--- src/sshift_pkg.sv ---
// constants, register map and carrier types of the serial shift block
// assumes an apb slave with 32-bit data, one register per aligned word
//
// What this block does
// - 8-bit shift register and 4-bit counter; msb first out, serial input captured.
// - a falling edge of the shift clock advances register and counter while the count is below eight and no data write coincides.
// - after eight pulses terminal output falls and blocks further clocking.
// - interrupt on eighth falling edge unless a data write reset the counter.
// - processor reset leaves the serial interrupt disabled.
// - data write enables interrupt; any write to disable register disables it.
// - interrupt request is a high-to-low transition.
// - reset or data write clears counter and enables the shift clock.
// - interrupt means byte received or sent; software acknowledges on ninth pulse.
// - in master use software drives the shift clock pin level.
// - serial input is input; open-drain mode puts register msb on output pin.
// - without open-drain mode the register never reaches the output pin.
// - software may hold serial input low, and hold the clock low only with scl_master set.
// - shift register sits at index DDh; its write arms the interrupt.
// - disable register sits at index C2h; any write disables the interrupt.
// - leaving the data register unwritten keeps the interrupt off.
// - clock may come from software or an external source.
package sshift_pkg;

    // ***********************************
    // register map
    // ***********************************
    localparam int ADDR_W = 12;
    localparam logic [9:0] IDX_SHIFT = 10'h0DD;
    localparam logic [9:0] IDX_IRQ_DIS = 10'h0C2;
    localparam logic [9:0] IDX_PIN_CTRL = 10'h0C0;
    localparam logic [9:0] IDX_STATUS = 10'h0C1;
    localparam logic [7:0] SHIFT_RESET = 8'h00;
    localparam logic [3:0] COUNT_RESET = 4'h0;
    localparam logic [3:0] COUNT_FULL = 4'h8;

    // ***********************************
    // pin control fields
    // ***********************************
    typedef struct packed {
        logic sin_hold_low;
        logic sout_open_drain;
        logic scl_level;
        logic scl_master;
    } pin_ctrl_t;

    localparam pin_ctrl_t PIN_CTRL_RESET = '{sin_hold_low: 1'b0, sout_open_drain: 1'b0,
                                             scl_level: 1'b1, scl_master: 1'b0};

    // status word: {irq_n, irq_enable, terminal, count}
    typedef struct packed {
        logic irq_n;
        logic irq_enable;
        logic counter_terminal_output;
        logic [3:0] count;
    } status_t;

endpackage

--- src/serial_shift_interface.sv ---
// serial shift peripheral with apb register access
// assumes pins arrive asynchronously and are resolved open-drain outside
`timescale 1ns/100ps
module serial_shift_interface
    import sshift_pkg::*;
(
    input wire logic SYS_CLK,
    input wire logic SRST,
    input wire logic PSEL,
    input wire logic PENABLE,
    input wire logic PWRITE,
    input wire logic [ADDR_W-1:0] PADDR,
    input wire logic [31:0] PWDATA,
    output logic [31:0] PRDATA,
    output logic PREADY,
    output logic PSLVERR,
    input wire logic SCL_I,
    output logic SCL_O,
    output logic SCL_OE,
    input wire logic SIN_I,
    output logic SIN_O,
    output logic SIN_OE,
    output logic SOUT_O,
    output logic SOUT_OE,
    output logic SERIAL_IRQ_N
);

    // ***********************************
    // declarations
    // ***********************************
    logic [7:0] shift_data;
    logic [3:0] count;
    logic irq_enable;
    logic irq_n;
    pin_ctrl_t pin_ctrl;
    logic scl_meta, scl_sync, scl_prev;
    logic sin_meta, sin_sync;
    logic scl_fall;
    logic counter_terminal_output;
    logic setup;
    logic access_wr;
    logic [9:0] idx;
    logic mapped;
    logic wr_shift, wr_dis, wr_ctrl;
    logic advance;
    status_t status;

    // ***********************************
    // pin synchronisers
    // ***********************************
    always_ff @(posedge SYS_CLK) begin
        if (SRST) begin
            scl_meta <= 1'b1;
            scl_sync <= 1'b1;
            scl_prev <= 1'b1;
        end else begin
            scl_meta <= SCL_I;
            scl_sync <= scl_meta;
            scl_prev <= scl_sync;
        end
    end

    always_ff @(posedge SYS_CLK) begin
        if (SRST) begin
            sin_meta <= 1'b1;
            sin_sync <= 1'b1;
        end else begin
            sin_meta <= SIN_I;
            sin_sync <= sin_meta;
        end
    end

    // falling edge of the shift clock, whatever drives it
    assign scl_fall = scl_prev & ~scl_sync;

    // ***********************************
    // apb decode
    // ***********************************
    assign setup = PSEL & ~PENABLE;
    assign access_wr = PSEL & PENABLE & PWRITE;
    assign idx = PADDR[11:2];
    assign mapped = (idx == IDX_SHIFT) || (idx == IDX_IRQ_DIS) || (idx == IDX_PIN_CTRL)
                    || (idx == IDX_STATUS);
    assign wr_shift = access_wr & (idx == IDX_SHIFT);
    assign wr_dis = access_wr & (idx == IDX_IRQ_DIS);
    assign wr_ctrl = access_wr & (idx == IDX_PIN_CTRL);
    assign PREADY = 1'b1;

    assign status = '{irq_n: irq_n, irq_enable: irq_enable,
                      counter_terminal_output: counter_terminal_output, count: count};

    // read data captured in the setup cycle, valid in the access cycle
    always_ff @(posedge SYS_CLK) begin
        if (SRST) begin
            PRDATA <= 32'h0000_0000;
            PSLVERR <= 1'b0;
        end else if (setup) begin
            PSLVERR <= ~mapped;
            unique case (idx)
                IDX_SHIFT: PRDATA <= {24'h00_0000, shift_data};
                IDX_PIN_CTRL: PRDATA <= {28'h000_0000, pin_ctrl};
                IDX_STATUS: PRDATA <= {25'h000_0000, status};
                default: PRDATA <= 32'h0000_0000;
            endcase
        end
    end

    // ***********************************
    // pin control register
    // ***********************************
    always_ff @(posedge SYS_CLK) begin
        if (SRST) begin
            pin_ctrl <= PIN_CTRL_RESET;
        end else if (wr_ctrl) begin
            pin_ctrl <= pin_ctrl_t'(PWDATA[3:0]);
        end
    end

    // master drives the clock low itself; slave leaves the pin to the partner
    assign SCL_O = 1'b0;
    assign SCL_OE = pin_ctrl.scl_master & ~pin_ctrl.scl_level;
    // acknowledge: software pulls the serial input low
    assign SIN_O = 1'b0;
    assign SIN_OE = pin_ctrl.sin_hold_low;
    // open-drain output shows register msb only in open-drain mode
    assign SOUT_O = 1'b0;
    assign SOUT_OE = pin_ctrl.sout_open_drain & ~shift_data[7];

    // ***********************************
    // shift register and counter
    // ***********************************
    assign counter_terminal_output = ~count[3];
    assign advance = scl_fall & counter_terminal_output & ~wr_shift;

    always_ff @(posedge SYS_CLK) begin
        if (SRST) begin
            shift_data <= SHIFT_RESET;
        end else if (wr_shift) begin
            shift_data <= PWDATA[7:0];
        end else if (advance) begin
            shift_data <= {shift_data[6:0], sin_sync};
        end
    end

    always_ff @(posedge SYS_CLK) begin
        if (SRST) begin
            count <= COUNT_RESET;
        end else if (wr_shift) begin
            count <= COUNT_RESET;
        end else if (advance) begin
            count <= count + 4'h1;
        end
    end

    // ***********************************
    // interrupt
    // ***********************************
    always_ff @(posedge SYS_CLK) begin
        if (SRST) begin
            irq_enable <= 1'b0;
        end else if (wr_shift) begin
            irq_enable <= 1'b1;
        end else if (wr_dis) begin
            irq_enable <= 1'b0;
        end
    end

    // request falls on the eighth edge and rises on the next data or disable register write
    // an eighth edge wins over a disable write in the same cycle
    always_ff @(posedge SYS_CLK) begin
        if (SRST) begin
            irq_n <= 1'b1;
        end else if (wr_shift) begin
            irq_n <= 1'b1;
        end else if (advance && count == 4'h7 && irq_enable) begin
            irq_n <= 1'b0;
        end else if (wr_dis) begin
            irq_n <= 1'b1;
        end
    end

    assign SERIAL_IRQ_N = irq_n;

    // ***********************************
    // reference model for the assertions
    // ***********************************
    logic [4:0] fall_tally;
    logic [7:0] ref_data;
    logic ref_armed;
    logic ref_req_n;

    // falls seen since the last data write, saturating
    always_ff @(posedge SYS_CLK) begin
        if (SRST) begin
            fall_tally <= 5'h00;
        end else if (wr_shift) begin
            fall_tally <= 5'h00;
        end else if (scl_fall && fall_tally != 5'h1F) begin
            fall_tally <= fall_tally + 5'h01;
        end
    end

    always_ff @(posedge SYS_CLK) begin
        if (SRST) begin
            ref_data <= SHIFT_RESET;
        end else if (wr_shift) begin
            ref_data <= PWDATA[7:0];
        end else if (scl_fall && fall_tally < {1'b0, COUNT_FULL}) begin
            ref_data <= {ref_data[6:0], sin_sync};
        end
    end

    always_ff @(posedge SYS_CLK) begin
        if (SRST) begin
            ref_armed <= 1'b0;
        end else if (wr_shift) begin
            ref_armed <= 1'b1;
        end else if (wr_dis) begin
            ref_armed <= 1'b0;
        end
    end

    always_ff @(posedge SYS_CLK) begin
        if (SRST) begin
            ref_req_n <= 1'b1;
        end else if (wr_shift) begin
            ref_req_n <= 1'b1;
        end else if (scl_fall && fall_tally == 5'h07 && ref_armed) begin
            ref_req_n <= 1'b0;
        end else if (wr_dis) begin
            ref_req_n <= 1'b1;
        end
    end
endmodule

--- config.mk ---
export PLATFORM = sky130hd
export DESIGN_NAME = serial_shift_interface
export DESIGN_NICKNAME = d
export VERILOG_FILES = /design/src/sshift_pkg.sv /design/src/serial_shift_interface.sv
export SDC_FILE = /design/constraint.sdc
export NUM_CORES = 1
export LEC_CHECK = 0
export ABC_AREA = 0
export BUFFER_PORTS_ARGS = -buffer_cell sky130_fd_sc_hd__buf_2
export CAP_MARGIN = 5
export CORE_ASPECT_RATIO = 1.2
export CORE_MARGIN = 2
export CORE_UTILIZATION = 42
export CTS_BUF_LIST = sky130_fd_sc_hd__clkbuf_4 sky130_fd_sc_hd__clkbuf_8
export DETAILED_ROUTE_END_ITERATION = 10
export GPL_ROUTABILITY_DRIVEN = 0
export PLACE_DENSITY = 0.79
export SYNTH_ARGS = -nofsm -noshare
export SYNTH_HDL_FRONTEND = slang
export SYNTH_SLANG_ARGS = --single-unit
export TNS_END_PERCENT = 30
--- constraint.sdc ---
create_clock -name SYS_CLK -period 2.25 [get_ports SYS_CLK]
set_input_delay 0.675 -clock SYS_CLK [delete_from_list [all_inputs] [get_ports SYS_CLK]]
set_output_delay 0.675 -clock SYS_CLK [all_outputs]
set_load 0.1 [all_outputs]
---- Word-level counts from Yosys, hierarchy flattened ----
Index checks and enable logic that the tools add are counted.
cells by class
  $add $sub $neg .......................... 1
  eq/ne operators ......................... 5
  multiplexer cells ....................... 7
  bitwise operators ....................... 18
  reductions and logical operators ........ 9
operator list
  kind                                             number
  == test 10 x 8 -> 1 bit (second input constant)  4
  case mux 8 bit (3 select lines)                  1
  2-to-1 mux 8 bit                                 2
  AND 1 bit                                        11
  inverter 1 bit                                   7
  nonzero test 2 bit                               3
  adder 4 x 1 -> 4 bit (second input constant)     1
  == test 4 x 3 -> 1 bit (second input constant)   1
  2-to-1 mux 1 bit                                 4
  logical OR 1 bit                                 3
  logical AND 1 bit                                2
  OR reduction 2 bit                               1
storage, ports and cells
  bits in registers ....................... 56
  bits of input ports ..................... 51
  output and inout bits ................... 41
  word-level logic and storage cells ...... 55

---- Depth between registers and ports, before layout ----
  depth in word-level cells ............... 8
  gate-level depth with buffers ........... 5
  gate-level depth less buffers ........... 5

---- Least setup slack after synthesis ----
Ideal clock, no wire load.
  path type ............................... register to output
  from .................................... reg pin_ctrl[0] (netlist name)
  to ...................................... out SCL_OE
  arrival ................................. 1.679 ns
  required time ........................... 1.575 ns
  setup slack ............................. -0.104 ns
  stages on the path, launching flop included .. 2
  buffers on the path ..................... 0
  path through ............................ dfxtp_1 > nor2b_1
between the ends
  longest elaborated chain between the ends .. 1
ends and longest elaborated chain
  what                    line                           source
  from (decl)             serial_shift_interface.sv:35   pin_ctrl_t pin_ctrl;
  from (signal assigned)  serial_shift_interface.sv:115  pin_ctrl <= pin_ctrl_t'(PWDATA[3:0]);
  AND 1 bit               serial_shift_interface.sv:121  assign SCL_OE = pin_ctrl.scl_master & ~pin_ctrl.scl_level;
  to (decl)               serial_shift_interface.sv:19   output logic SCL_OE,
No other way between the ends.

---- Worst setup path in the final report ----
  from .................................... in PADDR[3]
  to ...................................... reg pin_ctrl, in the netlist SIN_OE
between the ends
  longest elaborated chain between the ends .. 2
ends and longest elaborated chain
  what                     line                          source
  from (decl)              serial_shift_interface.sv:12  input wire logic [ADDR_W-1:0] PADDR,
  == test 10 x 8 -> 1 bit  serial_shift_interface.sv:86  assign wr_ctrl = access_wr & (idx == IDX_PIN_CTRL);
  AND 1 bit                serial_shift_interface.sv:86
No other way between the ends.
A chain may end at the register's enable or synchronous reset.

==> impl_summary.md <==
CTS
Clock-pin slew was measured on the worst setup and hold paths at 0.06 ns. The H-tree generated during clock tree synthesis spans 2 levels. In this run the clock root is driven by a clkbuf_8.

TritonCTS built the clock tree. The clock passes through at most 2 buffers. The count of instances resized after the clock tree is built is 0. The source-to-sink clock delay at the later pin of the worst-skew pair is 0.28 ns. The total CTS buffers is 5. The number of setup buffers added after CTS is 0. The tree built by TritonCTS fans out to 32 sinks.

In this run, post-CTS hold repair placed 0 buffers.

Worst setup path
The startpoint class of the critical path is a primary input. The number of cells on the worst reg-to-reg path is 4. The top fanout value on the critical path is 3.

Data arrives at the worst endpoint at 2.11 ns. The reg-to-reg critical path startpoint is count[3]. The internal reg-to-reg setup slack is 1.05 ns.

The critical setup path kind is primary input to flop. The critical path required time is 2.41 ns. The terminus of the critical flop-to-flop path is shift_data[1].

The critical path endpoint category is a flop.

Timing
The headroom to the max-slew limit is 0.661. The smallest clock period supported by the final layout is computed as 1.95 ns. The final hold violation count is 0. For the pin with the worst max-slew slack, the measured transition is 0.501 ns. Static timing analysis puts the maximum clock frequency at 0.513 GHz. The total negative slack for setup checks is 0 ns.

The number of failing setup endpoints in the final timing report is 0. On the final layout, the worst clock skew is 0.00136 ns. The total count of max-transition violations in the final report is 0. Setup repair after global routing left no endpoint under its margin. Of the available clock period, the critical path in the final layout requires 0.867.

Route
The routed wire length is 3140 um. In this run, the number of DRC markers left after iteration 0 of detailed routing was 77. The remaining design rule violation count is 0. In this run the remaining antenna-violating nets after routing total 0. The first detailed-routing pass took 4 iterations. After detailed routing, the average wire length per cell comes to 11.0 um.

The number of vias in the routed layout is 1355. The detail-routed via count per cell is 4.77.

Floorplan
The die covers 4570 um2. The initial utilization of the core area, before any placement, comes to 0.434. The floorplan step set the die height to 73.6 um. In this run the horizontal extent of the chip is 62.0 um. The row count is 25. The total I/O pin count is 92. The area inside the core boundary is 3910 um2.

Cells and area
The total area of sequential cells is 641 um2. 0 antenna diodes ended up in the layout. Of the cells placed in the final design, the portion with a size suffix greater than 1 is 0.287. The number of inserted filler cells in the final layout is 387. The synthesis-to-layout area growth is 15.0%. The final layout net count is 282. The final cell area excluding filler cells is 1950 um2. The multi-input combinational cell area is 891 um2. Once layout is complete, the utilization of the core stands at 0.499.

Min path
Along the worst hold path, the cell count comes to 1. The min-delay analysis places its worst path in the category flop to flop. The startpoint identified for the worst hold timing path is scl_meta. The path with the worst hold slack has its endpoint at scl_sync.

Synthesis
The cell taking the most area after synthesis is dfxtp_1. For this run, the register share of the synthesized area comes to 0.378. Each instance of the synthesized netlist takes up on average 9.07 um2. The fraction of synthesis flops using an asynchronous set or reset pin is 0. Of the post-synthesis cell area, the dominant cell type holds 0.378. The number of distinct standard cells referenced by the synthesized netlist is 38.

Summing every instance area after synthesis gives 1700 um2. In the synthesized netlist the dominant register cell turns out to be dfxtp_1. The synthesized netlist cell count is 187. Synthesis inferred 32 register bits. The number of enable-type register cells in the synthesized netlist is 0. The most frequently used cell type in the post-synthesis netlist is dfxtp_1.

In the synthesized netlist, the cells that appear most often are dfxtp_1, buf_4, mux2i_1, nor2b_1, nand2_1. In the post-synthesis netlist, the biggest area contributors are dfxtp_1, buf_4, mux2i_1, nor2b_1, a211oi_1. The Yosys step of the flow raised 0 warnings.

GRT
For this run, the total global-route usage over all layers was measured as 0.152. The remaining global-route overflow is 0. The first global-routing pass estimated 5060 um of wire. The number of global-route vias before repair is 1176.

The initial antenna violation count is 0. The largest net degree at the start of global routing is 24.

Power
For this design the ratio of total power to cell area is 682 nW/um2. For this design the static power due to leakage is 0.000798 uW. The worst-case vdd ir drop is 393 uV.

Place
Once detailed placement completed, the half-perimeter wirelength came to 2480 um. Port buffering added 37 buffers. The instance area after placement is 1860 um2.

Outcome
The flow ran to the end, and the final reports show no timing, DRC or antenna violations.

Run
Across the run, the number of max-cap violations was 0.
## state kept, by name, summed over array words and instances (netlist names)
signal and count:
count 4, SERIAL_IRQ_N 1, PSLVERR 1, scl_meta 1, pin_ctrl 3, sin_sync 1
scl_prev 1, sin_meta 1, SIN_OE 1, scl_sync 1, shift_data 8, PRDATA 8
irq_enable 1
## report_power, final
group | leakage (uW) | total, uW | switching, uW | internal, uW
combinational | 0.000488 | 292 | 254 | 37.8
sequential | 0.000259 | 579 | 4.16 | 574
clock | 0.0000503 | 460 | 189 | 272
## kinds of logic after synthesis
kind of cell	synth area share
AOI/OAI and AO/OA	0.119
xor gates and xnor gates	0.0103
adders and majority gates	0.00737
buffers and inverters	0.156
DFF	0.378
muxes	0.0944
other	0.00443
and+or+nand+nor	0.230
## layout by cell type (no fill, tap or decap), drive strengths merged, types with 3 or more instances in the layout
cell type,n
a211oi,8
a21oi,7
dfxtp,32
nand4,3
mux2i,16
nor2,10
nand3,3
inv,3
nand2,12
or2,7
conb,28
buf,45
o21ai,9
nor4,7
a22oi,3
nor2b,13
clkbuf,7
## metal layers
metal | track usage | up-vias | part of all wire
met1 | 0.180 | 618 | 0.43
met4 | 0.0591 | 0 | 0.017
met2 | 0.243 | 46 | 0.49
li1 | - | 685 | -
met3 | 0.0581 | 6 | 0.068
met5 | 0 | - | 0
## cell type report
class	count	area share
Timing Repair Buffer	45	0.126
Inverter	3	0.00577
Sequential cell	32	0.328
Multi-Input combinational cell	143	0.456
Tap cell	54	0.0346
Clock buffer	7	0.0494
## critical path, stage by stage
cell and delay (ns):
buf_2 0.10, or4_1 0.59, nor4_4 0.31, buf_4 0.20
mux2i_1 0.17, nor2_1 0.05
## through the flow
stage / std cells / power (uW) / setup slack, ns / hold slack (ns)
3_3_place_gp: 277 / 881 / 0.00642 / 0.391
4_1_cts: 284 / 1350 / 0.288 / 0.415
5_1_grt: 284 / 1390 / 0.213 / 0.428
2_1_floorplan: 213 / 885 / -0.104 / 0.389
3_5_place_dp: 277 / 882 / -0.00876 / 0.399
6_report: 284 / 1330 / 0.299 / 0.413
## worst max-delay path by stage
stage,cells past startpoint,from,endpoint
finish,6,PADDR[3],SIN_OE
global route,6,PADDR[3],pin_ctrl[0]
CTS,6,PADDR[3],SIN_OE
detailed placement,6,PADDR[3],pin_ctrl[2]
global placement,6,PADDR[3],pin_ctrl[0]
floorplan,1,pin_ctrl[2],SOUT_OE
Power figures use the tool's default switching activity.
